[config.mk]
export PLATFORM = sky130hd
export DESIGN_NAME = lmc_device_flat
export DESIGN_NICKNAME = d
export VERILOG_FILES = /design/src/pkg/lmc_pkg.sv /design/src/pkg/lmc_if.sv /design/src/rtl/lmc_device.sv /design/src/flat_wrapper.sv
export VERILOG_INCLUDE_DIRS = /design/src /design/src/pkg
export SDC_FILE = /design/constraint.sdc
export NUM_CORES = 1
export LEC_CHECK = 0
export BUFFER_PORTS_ARGS = -buffer_cell sky130_fd_sc_hd__buf_2
export CELL_PAD_IN_SITES_DETAIL_PLACEMENT = 0
export CELL_PAD_IN_SITES_GLOBAL_PLACEMENT = 1
export CORE_ASPECT_RATIO = 1.5
export CORE_UTILIZATION = 40
export DETAILED_ROUTE_END_ITERATION = 12
export PLACE_DENSITY_LB_ADDON = 0.2
export SYNTH_ARGS = -nofsm -noshare
export SYNTH_HDL_FRONTEND = slang
export SYNTH_SLANG_ARGS = --single-unit
[constraint.sdc]
create_clock -name mclk_i -period 2.2 [get_ports mclk_i]
set_input_delay 0.33 -clock mclk_i [delete_from_list [all_inputs] [get_ports mclk_i]]
set_output_delay 0.33 -clock mclk_i [all_outputs]
set_load 0.01 [all_outputs]
[src/pkg/lmc_defines.svh]
`ifndef LMC_DEFINES_SVH
`define LMC_DEFINES_SVH
// standard configuration field positions
`define LMC_BL_LSB        0
`define LMC_BT_BIT        3
`define LMC_CL_LSB        4
`define LMC_OPMODE_LSB    7
// extended configuration field positions
`define LMC_PARTIAL_REFRESH_SELECT_LSB      0
`define LMC_TEMP_COMP_REFRESH_BITS_LSB      3
`define LMC_DS_LSB        5
// reset values
`define LMC_STD_RESET     12'h032
`define LMC_EXT_RESET     12'h000
// config load wait in ns and cycles at 5 ns period
`define LMC_MRD_NS        10
`define LMC_CLK_NS        5
`define LMC_MRD_CYC       ((`LMC_MRD_NS + `LMC_CLK_NS - 1) / `LMC_CLK_NS)
// controller register offsets on the AHB-Lite bus
`define LMC_OFS_CTRL      32'h0000_0000
`define LMC_OFS_ADDR      32'h0000_0004
`define LMC_OFS_STATUS    32'h0000_0008
`endif

[src/pkg/lmc_pkg.sv]
package lmc_pkg;
  typedef enum logic [2:0] {
    LMC_CMD_NOP  = 3'h0,
    LMC_CMD_LOAD = 3'h1,
    LMC_CMD_READ = 3'h2,
    LMC_CMD_WRITE= 3'h3,
    LMC_CMD_DPD  = 3'h4
  } lmc_cmd_t;
  typedef enum logic [1:0] {
    LMC_DS_FULL    = 2'h0,
    LMC_DS_HALF    = 2'h1,
    LMC_DS_QUARTER = 2'h2
  } lmc_drive_t;
  typedef enum logic [2:0] {
    LMC_PR_ALL   = 3'h0,
    LMC_PR_HALF  = 3'h1,
    LMC_PR_QUART = 3'h2,
    LMC_PR_EIGHT = 3'h5,
    LMC_PR_SIXT  = 3'h6
  } lmc_partial_refresh_select_t;
endpackage

[src/pkg/lmc_if.sv]
`timescale 1ns/1ps
interface lmc_if;
  import lmc_pkg::*;
  logic [2:0]  cmd;
  logic [1:0]  bank_sel;
  logic [11:0] addr;
  logic [3:0]  col_offset;
  logic        data_valid;
  logic        data_last;
  modport device (input cmd, bank_sel, addr,
                  output col_offset, data_valid, data_last);
  modport ctrl   (output cmd, bank_sel, addr,
                  input col_offset, data_valid, data_last);
endinterface

[src/rtl/lmc_device.sv]
// Added by the designer: the register addresses and the AHB-Lite register port.
`timescale 1ns/1ps
`include "lmc_defines.svh"
// Notes on behaviour
// burst lengths 2, 4, 8, 16, both types
// burst wraps within aligned block
// upper column bits select the block
// low column bits give start offset
// one length for reads and writes
// order from length, type, start only
// type bit picks sequential or interleaved
// read latency two or three cycles
// first data one/two clocks after edge
// normal mode needs zero upper bits
// controller never loads reserved upper bits
// extended config loads with bank 2'b10
// extended config cleared by deep sleep
// temperature bits written are ignored
// refresh all, banks 0-1, bank 0
// eighth and sixteenth of bank 0
// access unaffected by refresh select
// drive full, three-quarter, half strength; lmc_drive_t names codes 1 and 2 half and quarter
// standard config loads with bank 2'b00
// load only idle, then wait
// offset start+k or start xor k
module lmc_device
  import lmc_pkg::*;
(
  // clock and reset
  input  wire logic        mclk_i,
  input  wire logic        rst_b_i,
  // link
  lmc_if.device            bus,
  // decoded settings
  output logic [4:0]       burst_len_o,
  output logic             interleave_o,
  output logic [1:0]       read_latency_setting_o,
  output logic             reserved_mode_o,
  output logic [3:0]       refresh_bank_mask_o,
  output logic [1:0]       refresh_row_zero_bits_o,
  output logic [5:0]       drive_ohms_o
);
  logic [11:0] std_cfg;
  logic [11:0] ext_cfg;
  logic [3:0]  beat;
  logic [3:0]  start;
  logic [3:0]  len_mask;
  logic        active;
  logic [2:0]  lat_cnt;
  logic        lat_run;
  logic [3:0]  next_offset;
  logic [2:0]  kept_banks;

  // configuration loads
  always_ff @(posedge mclk_i or negedge rst_b_i) begin
    if (!rst_b_i) begin
      std_cfg <= `LMC_STD_RESET;
    end else if (bus.cmd == LMC_CMD_DPD) begin
      std_cfg <= `LMC_STD_RESET;
    end else if (bus.cmd == LMC_CMD_LOAD && bus.bank_sel == 2'h0) begin
      std_cfg <= bus.addr;
    end
  end

  // deep sleep returns both registers to their reset values; they must be reloaded
  always_ff @(posedge mclk_i or negedge rst_b_i) begin
    if (!rst_b_i) begin
      ext_cfg <= `LMC_EXT_RESET;
    end else if (bus.cmd == LMC_CMD_DPD) begin
      ext_cfg <= `LMC_EXT_RESET;
    end else if (bus.cmd == LMC_CMD_LOAD && bus.bank_sel == 2'h2) begin
      ext_cfg <= bus.addr;
    end
  end

  // burst length mask, one setting for both directions
  always_comb begin
    unique case (std_cfg[`LMC_BL_LSB +: 3])
      3'h1:    len_mask = 4'h1;
      3'h2:    len_mask = 4'h3;
      3'h3:    len_mask = 4'h7;
      3'h4:    len_mask = 4'hF;
      // reserved codes fall back to two beats
      default: len_mask = 4'h1;
    endcase
  end

  assign burst_len_o = {1'b0, len_mask} + 5'h01;
  assign interleave_o = std_cfg[`LMC_BT_BIT];
  assign read_latency_setting_o =
    (std_cfg[`LMC_CL_LSB +: 3] == 3'h2) ? 2'h2 : 2'h3;
  // reserved upper bits flag unknown operation
  assign reserved_mode_o = |std_cfg[11:`LMC_OPMODE_LSB];

  // refresh coverage; access never gated by it
  always_comb begin
    unique case (ext_cfg[`LMC_PARTIAL_REFRESH_SELECT_LSB +: 3])
      3'h1: begin
        kept_banks              = 3'h2;
        refresh_row_zero_bits_o = 2'h0;
      end
      3'h2: begin
        kept_banks              = 3'h1;
        refresh_row_zero_bits_o = 2'h0;
      end
      3'h5: begin
        kept_banks              = 3'h1;
        refresh_row_zero_bits_o = 2'h1;
      end
      3'h6: begin
        kept_banks              = 3'h1;
        refresh_row_zero_bits_o = 2'h2;
      end
      default: begin
        kept_banks              = 3'h4;
        refresh_row_zero_bits_o = 2'h0;
      end
    endcase
  end

  // bank b kept when it lies below the kept count
  for (genvar b = 0; b < 4; b++) begin : g_bank
    assign refresh_bank_mask_o[b] = 3'(b) < kept_banks;
  end

  // temperature bits stored but never read
  // impedance in ohms per drive code
  always_comb begin
    unique case (ext_cfg[`LMC_DS_LSB +: 2])
      2'h1:    drive_ohms_o = 6'd37;
      2'h2:    drive_ohms_o = 6'd55;
      default: drive_ohms_o = 6'd25;
    endcase
  end

  // burst start; upper column bits only pick the block
  always_ff @(posedge mclk_i or negedge rst_b_i) begin
    if (!rst_b_i) begin
      start <= 4'h0;
    end else if (bus.cmd == LMC_CMD_READ || bus.cmd == LMC_CMD_WRITE) begin
      start <= bus.addr[3:0] & len_mask;
    end
  end

  // read latency pipeline then burst beats
  always_ff @(posedge mclk_i or negedge rst_b_i) begin
    if (!rst_b_i) begin
      lat_run <= 1'b0;
      lat_cnt <= 3'h0;
    end else if (bus.cmd == LMC_CMD_READ || bus.cmd == LMC_CMD_WRITE) begin
      lat_run <= 1'b1;
      lat_cnt <= (bus.cmd == LMC_CMD_READ) ?
                 {1'b0, read_latency_setting_o} - 3'h1 : 3'h0;
    end else if (lat_run && lat_cnt == 3'h0) begin
      lat_run <= 1'b0;
    end else if (lat_run) begin
      lat_cnt <= lat_cnt - 3'h1;
    end
  end

  always_ff @(posedge mclk_i or negedge rst_b_i) begin
    if (!rst_b_i) begin
      active <= 1'b0;
      beat   <= 4'h0;
    end else if (lat_run && lat_cnt == 3'h0) begin
      active <= 1'b1;
      beat   <= 4'h0;
    end else if (active && beat == len_mask) begin
      active <= 1'b0;
    end else if (active) begin
      beat <= beat + 4'h1;
    end
  end

  // offsets wrap inside the aligned block
  always_comb begin
    if (interleave_o) begin
      next_offset = (start ^ beat) & len_mask;
    end else begin
      next_offset = (start + beat) & len_mask;
    end
  end

  // beat outputs; offset parks at zero between bursts
  always_ff @(posedge mclk_i or negedge rst_b_i) begin
    if (!rst_b_i) begin
      bus.col_offset <= 4'h0;
    end else begin
      bus.col_offset <= active ? next_offset : 4'h0;
    end
  end

  always_ff @(posedge mclk_i or negedge rst_b_i) begin
    if (!rst_b_i) begin
      bus.data_valid <= 1'b0;
    end else begin
      bus.data_valid <= active;
    end
  end

  // last beat flagged alongside its data
  always_ff @(posedge mclk_i or negedge rst_b_i) begin
    if (!rst_b_i) begin
      bus.data_last <= 1'b0;
    end else begin
      bus.data_last <= active && beat == len_mask;
    end
  end
endmodule

[src/flat_wrapper.sv]
// flat-port wrapper written by rule: the top's interface ports become plain ports
module lmc_device_flat import lmc_pkg::*;
  (mclk_i, rst_b_i, burst_len_o, interleave_o, read_latency_setting_o, reserved_mode_o, refresh_bank_mask_o, refresh_row_zero_bits_o, drive_ohms_o, bus_cmd, bus_bank_sel, bus_addr, bus_col_offset, bus_data_valid, bus_data_last);
  lmc_if bus_i ();
  input  wire logic mclk_i;
  input  wire logic rst_b_i;
  output logic [4:0] burst_len_o;
  output logic interleave_o;
  output logic [1:0] read_latency_setting_o;
  output logic reserved_mode_o;
  output logic [3:0] refresh_bank_mask_o;
  output logic [1:0] refresh_row_zero_bits_o;
  output logic [5:0] drive_ohms_o;
  input wire logic [$bits(bus_i.cmd)-1:0] bus_cmd;
  input wire logic [$bits(bus_i.bank_sel)-1:0] bus_bank_sel;
  input wire logic [$bits(bus_i.addr)-1:0] bus_addr;
  output wire logic [$bits(bus_i.col_offset)-1:0] bus_col_offset;
  output wire logic [$bits(bus_i.data_valid)-1:0] bus_data_valid;
  output wire logic [$bits(bus_i.data_last)-1:0] bus_data_last;
  assign bus_i.cmd = bus_cmd;
  assign bus_i.bank_sel = bus_bank_sel;
  assign bus_i.addr = bus_addr;
  assign bus_col_offset = bus_i.col_offset;
  assign bus_data_valid = bus_i.data_valid;
  assign bus_data_last = bus_i.data_last;
  lmc_device u_core (.mclk_i(mclk_i), .rst_b_i(rst_b_i), .bus(bus_i), .burst_len_o(burst_len_o), .interleave_o(interleave_o), .read_latency_setting_o(read_latency_setting_o), .reserved_mode_o(reserved_mode_o), .refresh_bank_mask_o(refresh_bank_mask_o), .refresh_row_zero_bits_o(refresh_row_zero_bits_o), .drive_ohms_o(drive_ohms_o));
endmodule
# Word-level counts from Yosys, hierarchy flattened
# Cells that the tools add are included.
dict set report totals {
  register_bits 38
  latch_bits 0
  ram_bits 0
  romBits 0
  inputBits 19
  word_cells 80
  n_memories 0
}
dict set report op_classes {
  add_sub_neg 5
  mul 0
  div_mod_pow 0
  n_lt_le_gt_ge 4
  n_eq_ne 18
  n_shift 0
  mux 22
  n_bitwise 4
  n_reduce_logical 17
}
# cell n
set ops {}
lappend ops {{$mux W12} 2}
lappend ops {{$mux W4} 5}
lappend ops {{$eq A3 B2 Y1 const B} 6}
lappend ops {{$mux W7} 2}
lappend ops {{$and A4 B4 Y4} 3}
lappend ops {{$eq A3 B3 Y1 const B} 4}
lappend ops {{$mux W3} 4}
lappend ops {{$pmux W4 S3} 1}
lappend ops {{$pmux W6 S2} 1}
lappend ops {{$reduce_bool A2 Y1} 6}
lappend ops {{$eq A3 B1 Y1 const B} 2}
lappend ops {{$lt A1 B3 Y1 const A} 2}
lappend ops {{$lt A2 B3 Y1 const A} 2}
lappend ops {{$pmux W3 S2} 1}
lappend ops {{$add A4 B1 Y5 const B} 1}
lappend ops {{$mux W1} 5}
lappend ops {{$reduce_or A5 Y1} 1}
lappend ops {{$add A4 B1 Y4 const B} 1}
lappend ops {{$add A4 B4 Y4} 1}
lappend ops {{$eq A2 B2 Y1 const B} 2}
lappend ops {{$eq A4 B4 Y1} 1}
lappend ops {{$logic_and A1 B1 Y1} 4}
lappend ops {{$ne A2 B1 Y1 const B} 2}
lappend ops {{$pmux W2 S2} 1}
lappend ops {{other kinds (9)} 10}

# Depth between registers and ports, before layout
# Gate-level depths: netlist of the first run.
dict set report depth {
  word_depth 6
  depth_mapped 7
  depth_no_buf 7
}

# Worst setup path after synthesis of the first run
# No wires, ideal clock.
dict set report synth_path {
  path_type {register -> register}
  startpoint {register u_core.std_cfg[1]}
  endpoint {register u_core.beat[3]}
  setup_ns 0.120
  t_arrival_ns 1.580
  required_time_ns 2.080
  path_slack_ns 0.501
  stages_incl_launch_ff 7
  n_path_buf 0
  cell_sequence {dfstp_2 > or3b_4 > clkinv_4 > and3_4 > o32ai_4 > a21oi_1 > a31o_1}
}
dict set report synth_via {
  elab_chain_cells 6
}
# item line
set synth_rtl {}
lappend synth_rtl {{start, declared} lmc_device.sv:43} ;# logic [11:0] std_cfg;
lappend synth_rtl {{start signal, assigned} lmc_device.sv:57} ;# std_cfg <= `LMC_STD_RESET;
lappend synth_rtl {{start signal, assigned} lmc_device.sv:59} ;# std_cfg <= `LMC_STD_RESET;
lappend synth_rtl {{start signal, assigned} lmc_device.sv:61} ;# std_cfg <= bus.addr;
lappend synth_rtl {{$eq A3 B3 Y1 / $eq A3 B2 Y1 (equally long branches)} lmc_device.sv:78} ;# unique case (std_cfg[`LMC_BL_LSB +: 3])
lappend synth_rtl {{$pmux W4 S3 (*)} lmc_device.sv:78}
lappend synth_rtl {{$eq A4 B4 Y1 (*)} lmc_device.sv:168} ;# end else if (active && beat == len_mask) begin
lappend synth_rtl {{$logic_and A1 B1 Y1 (*)} lmc_device.sv:168}
lappend synth_rtl {{$ne A2 B1 Y1 (no source line) (*)} --}
lappend synth_rtl {{$reduce_and A2 Y1 (no source line) (*)} --}
lappend synth_rtl {{end signal, assigned} lmc_device.sv:171} ;# beat <= beat + 4'h1;
lappend synth_rtl {{end, declared} lmc_device.sv:45} ;# logic [3:0] beat;
# Mark *: on every way between the ends. The rest lies on a longest branch, timed or not.
# A chain may end at the register's enable or synchronous reset.

# Final worst setup path of the first run
dict set report layout_path {
  startpoint {register u_core.ext_cfg[1]}
  endpoint {output port refresh_bank_mask_o[2]}
}
dict set report layout_via {
  elab_chain_cells 4
}
# item line
set layout_rtl {}
lappend layout_rtl {{start, declared} lmc_device.sv:44} ;# logic [11:0] ext_cfg;
lappend layout_rtl {{start signal, assigned} lmc_device.sv:68} ;# ext_cfg <= `LMC_EXT_RESET;
lappend layout_rtl {{start signal, assigned} lmc_device.sv:70} ;# ext_cfg <= `LMC_EXT_RESET;
lappend layout_rtl {{start signal, assigned} lmc_device.sv:72} ;# ext_cfg <= bus.addr;
lappend layout_rtl {{$eq A3 B2 Y1 / $eq A3 B3 Y1 (equally long branches)} lmc_device.sv:97} ;# unique case (ext_cfg[`LMC_PARTIAL_REFRESH_SELECT_LSB +: 3])
lappend layout_rtl {{$reduce_or A3 Y1 (no source line)} --}
lappend layout_rtl {{$pmux W3 S2 (*)} lmc_device.sv:97}
lappend layout_rtl {{$lt A2 B3 Y1 (*)} lmc_device.sv:123} ;# assign refresh_bank_mask_o[b] = 3'(b) < kept_banks;
lappend layout_rtl {{end, declared} flat_wrapper.sv:11} ;# output logic [3:0] refresh_bank_mask_o;
# Marked as above.

==> results.sh, run 1 <==
export IMPL_final_common_cell="buf_2"
export IMPL_fill_cells=476
export IMPL_finalPower_mw=2.279
export IMPL_diodes=0
export IMPL_clk_path_buf_depth=2
export IMPL_finalSetupTns_ps=0
export IMPL_cts_tree="built"
export IMPL_max_slew_margin_pct=47.35
export IMPL_synth_edf_count=0
export IMPL_dp_hpwl_um=2980
export IMPL_core_area_mm2=0.004617
export IMPL_hold_worst_slack_ps=129.9
export IMPL_clk_latency_ps=280
export IMPL_critPathKind="reg2out"
export IMPL_wl_met2_um=2075
export IMPL_rows=30
export IMPL_die_h_um=87.56
export IMPL_cts_resized=0
export IMPL_cts_made_buffers=5
export IMPL_synth_avg_cell_area_um2=9.568
export IMPL_grt_pass1_vias=1466
export IMPL_cp_arrival_ps=1580
export IMPL_setup_viol_count_final=0
export IMPL_pre_cts_ws_ps=404.1
export IMPL_die_area_mm2=0.005169
export IMPL_vias_per_cell=4.826
export IMPL_worstPathMaxFanout=6
export IMPL_synth_ff_type="dfrtp_1"
export IMPL_numClockSinks=36
export IMPL_post_route_util_pct=49.67
export IMPL_final_hold_viol_count=0
export IMPL_hold_buffers=0
export IMPL_synthToLayoutAreaGrowth_pct=17.50
export IMPL_multi_input_area_um2=952.2
export IMPL_irDropWorstVdd_v=0.0003445
export IMPL_synth_seq_cells=36
export IMPL_fin_crit_sh_pct=86.79
export IMPL_drt_iter0_drc=56
export IMPL_wl_um=3918
export IMPL_critPathCaptureType="primary output"
export IMPL_status="finished, final reports clean"
export IMPL_root_buffer="clkbuf_8"
export IMPL_rsz0062_at_grt="false"
export IMPL_grt_overflow_total=0
export IMPL_cp_required_ps=1870
export IMPL_ys_seq_area_share_pct=46.35
export IMPL_timing_fmax_ghz=0.5237
export IMPL_worst_pin_slew_ps=789.8
export IMPL_grt_max_degree=37
export IMPL_fin_worst_skew_ps=6.871
export IMPL_wl_met3_um=117
export IMPL_drt_met1_wl_um=1676
export IMPL_drc_errors=0
export IMPL_grt_pass1_wl_um=6720
export IMPL_ant_nets=0
export IMPL_drtPass1Iterations=4
export IMPL_vias=1496
export IMPL_r2r_cells=6
export IMPL_hp_class="in2async"
export IMPL_fin_crit_ps=1909
export IMPL_antenna_found_initial=0
export IMPL_h_tree_depth=2
export IMPL_register_area_um2=904.6
export IMPL_synth_distinct_cells=44
export IMPL_maxCapViolCount=0
export IMPL_cp_start_kind="register"
export IMPL_leakage_nw=1.169
export IMPL_pin_count=46
export IMPL_cts_setup_buffers=0
export IMPL_initial_utilization_pct=42.28
export IMPL_post_drt_wl_per_cell_um=12.64
export IMPL_finalWorstSetupSlack_ps=290.6
export IMPL_synthArstFlopShare_pct=100.0
export IMPL_syn_inst=204
export IMPL_layout_nets=274
export IMPL_dr_max_layer_used="met4"
export IMPL_final_cell_mix="buf_2, nand2_1, dfrtp_1, nor2_1, o21ai_0"
export IMPL_globalplace_congestion=0.7931
export IMPL_gr_usage_all_layers_pct=17.34
export IMPL_layout_drive_gt1_share_pct=25.61
export IMPL_syn_cell_area_mm2=0.001952
export IMPL_cts_clk_slew_worst_paths_ps=70
export IMPL_power_density_mw_per_mm2=993.6
export IMPL_fp_dieW_um=59.04
export IMPL_slew_viol_final=0
export IMPL_yosysWarnings=0
export IMPL_port_buffer_count=41
## cell usage after synthesis, types with 2 or more instances
master | count | area share, %
nand2_1 | 35 | 6.7
and3_1 | 2 | 0.64
buf_2 | 2 | 0.51
clkbuf_1 | 4 | 0.77
a21oi_1 | 7 | 1.8
ha_1 | 9 | 5.8
inv_1 | 10 | 1.9
or3b_2 | 2 | 0.90
buf_4 | 5 | 1.9
dfrtp_1 | 33 | 42
nor2b_1 | 2 | 0.64
o21ai_0 | 16 | 4.1
xnor2_1 | 3 | 1.3
nand3_1 | 2 | 0.51
and2_1 | 2 | 0.64
nor3_1 | 4 | 1.0
mux2i_1 | 11 | 5.6
nand2b_1 | 5 | 1.6
or3_1 | 2 | 0.64
conb_1 | 2 | 0.38
and3b_1 | 2 | 0.90
dfstp_2 | 3 | 4.0
nor2_1 | 20 | 3.8
## path summary, 6_finish.rpt
path,end,from,slack [ps]
worst min-delay path,u_core.beat[2]$_DFFE_PN0P_,rst_b_i,130
max in group asynchronous,u_core.std_cfg[2]$_DFFE_PN0P_,rst_b_i,1560
worst max-delay path,refresh_bank_mask_o[2],u_core.ext_cfg[1]$_DFFE_PN0P_,290
worst min register to register,u_core.start[2]$_DFFE_PN0P_,u_core.start[2]$_DFFE_PN0P_,480
worst max register to register,u_core.beat[3]$_DFFE_PN0P_,u_core.std_cfg[1]$_DFFE_PN1P_,410
min in group mclk_i,u_core.std_cfg[9]$_DFFE_PN0P_,bus_addr[9],250
## worst max-delay path, stage by stage (launching register included)
cell     delay, ps
dfrtp_1        430
nor3b_1        340
a21oi_1         80
ha_1           300
inv_1           50
buf_2          120
## layer usage
layer,track usage [%],vias up
met5,0,-
met4,5.844,0
met3,3.102,5
met2,31.40,32
met1,20.19,709
li1,-,750
## logic make-up (layout without fill, tap and decap cells)
family,after synthesis,count (layout),share of synthesized area (%)
mux,11,11,5.641
flops,36,36,46.35
simple gates,89,89,23.91
xor+xnor,4,4,1.795
other cells,2,4,0.3848
compound gates,30,30,9.552
fa+ha+maj,10,10,6.795
buf+inv,22,62,5.577
## where the power goes
part	leakage (nW)	internal (mW)	total [mW]	switching (mW)
clock	0.0455	0.255	0.469	0.213
sequential	0.461	0.815	0.986	0.171
combinational	0.662	0.398	0.824	0.427
## area by class of cell
type	count	share of cell area, %
Tap cell	64	3.492
Timing Repair Buffer	43	9.602
Inverter	11	2.019
Multi-Input combinational cell	148	41.52
Clock buffer	8	3.928
Sequential cell	36	39.44
## per-stage QoR
stage               std cells  instance area, um^2
finish                    310                 2293
global placement          302                 2203
floorplan                 206                 1959
CTS                       310                 2293
global route              310                 2293
detailed placement        302                 2203
## flip-flops by register name, summed over array words and instances (netlist names)
register               flops
u_core.std_cfg            12
u_core.ext_cfg             5
u_core.beat                4
u_core.bus.col_offset      4
u_core.start               4
u_core.lat_cnt             3
u_core.active              1
u_core.bus.data_last       1
u_core.bus.data_valid      1
u_core.lat_run             1
No activity file was read; power rests on OpenSTA's default activity.
==> run 2, diff against run 1 <==
==> constraint.sdc (replaced) <==
create_clock -name mclk_i -period 1.9 [get_ports mclk_i]
set_input_delay 0.285 -clock mclk_i [delete_from_list [all_inputs] [get_ports mclk_i]]
set_output_delay 0.285 -clock mclk_i [all_outputs]
set_load 0.01 [all_outputs]
==> run 2 against run 1 <==
Sequential share of layout area down 0.32 points; register-to-register slack worse by 290 ps; combinational power up 19%; sequential power up 17%; final area up 0.82%; hold slack worse by 95 ps; power up 16%; core utilization up 0.41 points; largest cell class unchanged; largest power group unchanged.
==> results.sh, run 2 (synthesized netlist as in run 1, its figures left out) <==
export IMPL_status="finished, final reports clean"
export IMPL_gr_usage_all_layers_pct=17.48
export IMPL_final_common_cell="buf_2"
export IMPL_die_h_um=87.56
export IMPL_cts_made_buffers=5
export IMPL_vias=1505
export IMPL_cp_start_kind="register"
export IMPL_r2r_cells=6
export IMPL_finalPower_mw=2.647
export IMPL_numClockSinks=36
export IMPL_critPathKind="reg2out"
export IMPL_regToRegStartpoint="u_core.std_cfg[1]$_DFFE_PN1P_"
export IMPL_final_cell_mix="buf_2, nand2_1, dfrtp_1, nor2_1, o21ai_0"
export IMPL_slew_viol_final=0
export IMPL_dr_max_layer_used="met4"
export IMPL_rsz0062_at_grt="false"
export IMPL_top_register="u_core.std_cfg"
export IMPL_drtPass1Iterations=4
export IMPL_fin_crit_ps=1805
export IMPL_grt_pass1_wl_um=6720
export IMPL_finalSetupTns_ps=0
export IMPL_finalWorstSetupSlack_ps=95.30
export IMPL_drt_iter0_drc=44
export IMPL_post_drt_wl_per_cell_um=12.50
export IMPL_largest_reg_flops=12
export IMPL_fin_crit_sh_pct=94.98
export IMPL_synthToLayoutAreaGrowth_pct=18.46
export IMPL_wl_met3_um=142
export IMPL_clk_latency_ps=280
export IMPL_register_area_um2=904.6
export IMPL_placed_cells=303
export IMPL_setup_viol_count_final=0
export IMPL_reg_largest_list="u_core.std_cfg (12), u_core.ext_cfg (5)"
export IMPL_fin_worst_skew_ps=4.454
export IMPL_multi_input_area_um2=957.2
export IMPL_layout_nets=277
export IMPL_stdcell_count=313
export IMPL_core_area_mm2=0.004617
export IMPL_die_area_mm2=0.005169
export IMPL_pin_count=46
export IMPL_port_buffer_count=41
export IMPL_irDropWorstVdd_v=0.0004672
export IMPL_reg2reg_to="u_core.beat[3]$_DFFE_PN0P_"
export IMPL_grt_overflow_total=0
export IMPL_wl_um=3912
export IMPL_ant_nets=0
export IMPL_worst_pin_slew_ps=551.0
export IMPL_leakage_nw=1.180
export IMPL_final_hold_viol_count=0
export IMPL_timing_fmax_ghz=0.5541
export IMPL_globalplace_congestion=0.7595
export IMPL_vias_per_cell=4.808
export IMPL_wl_met2_um=2058
export IMPL_cp_required_ps=1620
export IMPL_layout_drive_gt1_share_pct=27.31
export IMPL_critPathCaptureType="primary output"
export IMPL_worstPathMaxFanout=5
export IMPL_drc_errors=0
export IMPL_clk_path_buf_depth=2
export IMPL_grt_max_degree=37
export IMPL_initial_utilization_pct=42.28
export IMPL_fill_cells=480
export IMPL_cp_arrival_ps=1520
export IMPL_rows=30
export IMPL_r2r_slack_ps=120
export IMPL_max_slew_margin_pct=63.19
export IMPL_drt_met1_wl_um=1643
export IMPL_grt_pass1_vias=1460
export IMPL_h_tree_depth=2
export IMPL_cts_clk_slew_worst_paths_ps=70
export IMPL_hp_class="in2async"
export IMPL_antenna_found_initial=0
export IMPL_fp_dieW_um=59.04
export IMPL_power_density_mw_per_mm2=1145
export IMPL_diodes=0
export IMPL_pre_cts_ws_ps=103.0
export IMPL_dp_hpwl_um=2964
export IMPL_root_buffer="clkbuf_8"
export IMPL_maxCapViolCount=0
export IMPL_cts_tree="built"
-- run 2: changes by cell type in the layout (fill, tap and decap cells not counted) --
cell      delta
buf_4        +3
nor3b_2      +1
clkinv_2     +1
inv_2        +1
nor3b_1      -1
clkbuf_8     -1
inv_1        -1
-- run 2: worst max path at each step --
stage	startpoint	to	slack, ps	depth (start not counted)
6_report	u_core.ext_cfg[0]$_DFFE_PN0P_	refresh_bank_mask_o[2]	100	5
5_1_grt	u_core.ext_cfg[1]$_DFFE_PN0P_	refresh_bank_mask_o[2]	10	5
4_1_cts	u_core.ext_cfg[1]$_DFFE_PN0P_	refresh_bank_mask_o[2]	10	5
3_5_place_dp	u_core.std_cfg[1]$_DFFE_PN1P_	u_core.beat[3]$_DFFE_PN0P_	100	6
3_3_place_gp	u_core.std_cfg[1]$_DFFE_PN1P_	u_core.beat[3]$_DFFE_PN0P_	160	6
2_1_floorplan	u_core.std_cfg[1]$_DFFE_PN1P_	u_core.beat[3]$_DFFE_PN0P_	200	6
-- run 2: final cells by class --
type | instances | area share, %
inverter | 11 | 2.002
clock buffer | 7 | 3.301
timing repair buffer | 46 | 10.50
sequential | 36 | 39.12
multi-input combinational | 148 | 41.40
clock inverter | 1 | 0.2164
tap | 64 | 3.463
-- run 2: routing by layer --
| metal | up-vias | GRT usage (%) |
|---|---|---|
| met5 | - | 0 |
| met1 | 701 | 20.45 |
| met3 | 7 | 4.284 |
| met2 | 40 | 29.96 |
| li1 | 757 | - |
| met4 | 0 | 7.576 |
-- run 2: timing repair --
item,in CTS,in global routing
resized for setup,0,2
hold buffers,0,0
buffers inserted,0,2
endpoints found under the setup margin,0,2
-- run 2: per-stage QoR --
step,hold slack (ps),area [um^2],util [%]
6_report,35.22,2312,50.08
5_1_grt,59.31,2312,50.08
4_1_cts,44.74,2292,49.65
3_5_place_dp,353.1,2211,47.89
3_3_place_gp,355.7,2211,47.89
2_1_floorplan,-10.59,1959,-
-- run 2: where the power goes --
| group | total [mW] | internal [mW] | switching, mW |
|---|---|---|---|
| clock | 0.517 | 0.257 | 0.260 |
| combinational | 0.981 | 0.486 | 0.496 |
| sequential | 1.15 | 0.944 | 0.204 |
| total | 2.65 | 1.69 | 0.960 |
-- run 2: worst max-delay path, stage by stage (launching register included) --
cell and delay (ps):
dfrtp_1 370, inv_2 70, or3_1 350, ha_1 280, inv_1 50, buf_2 120
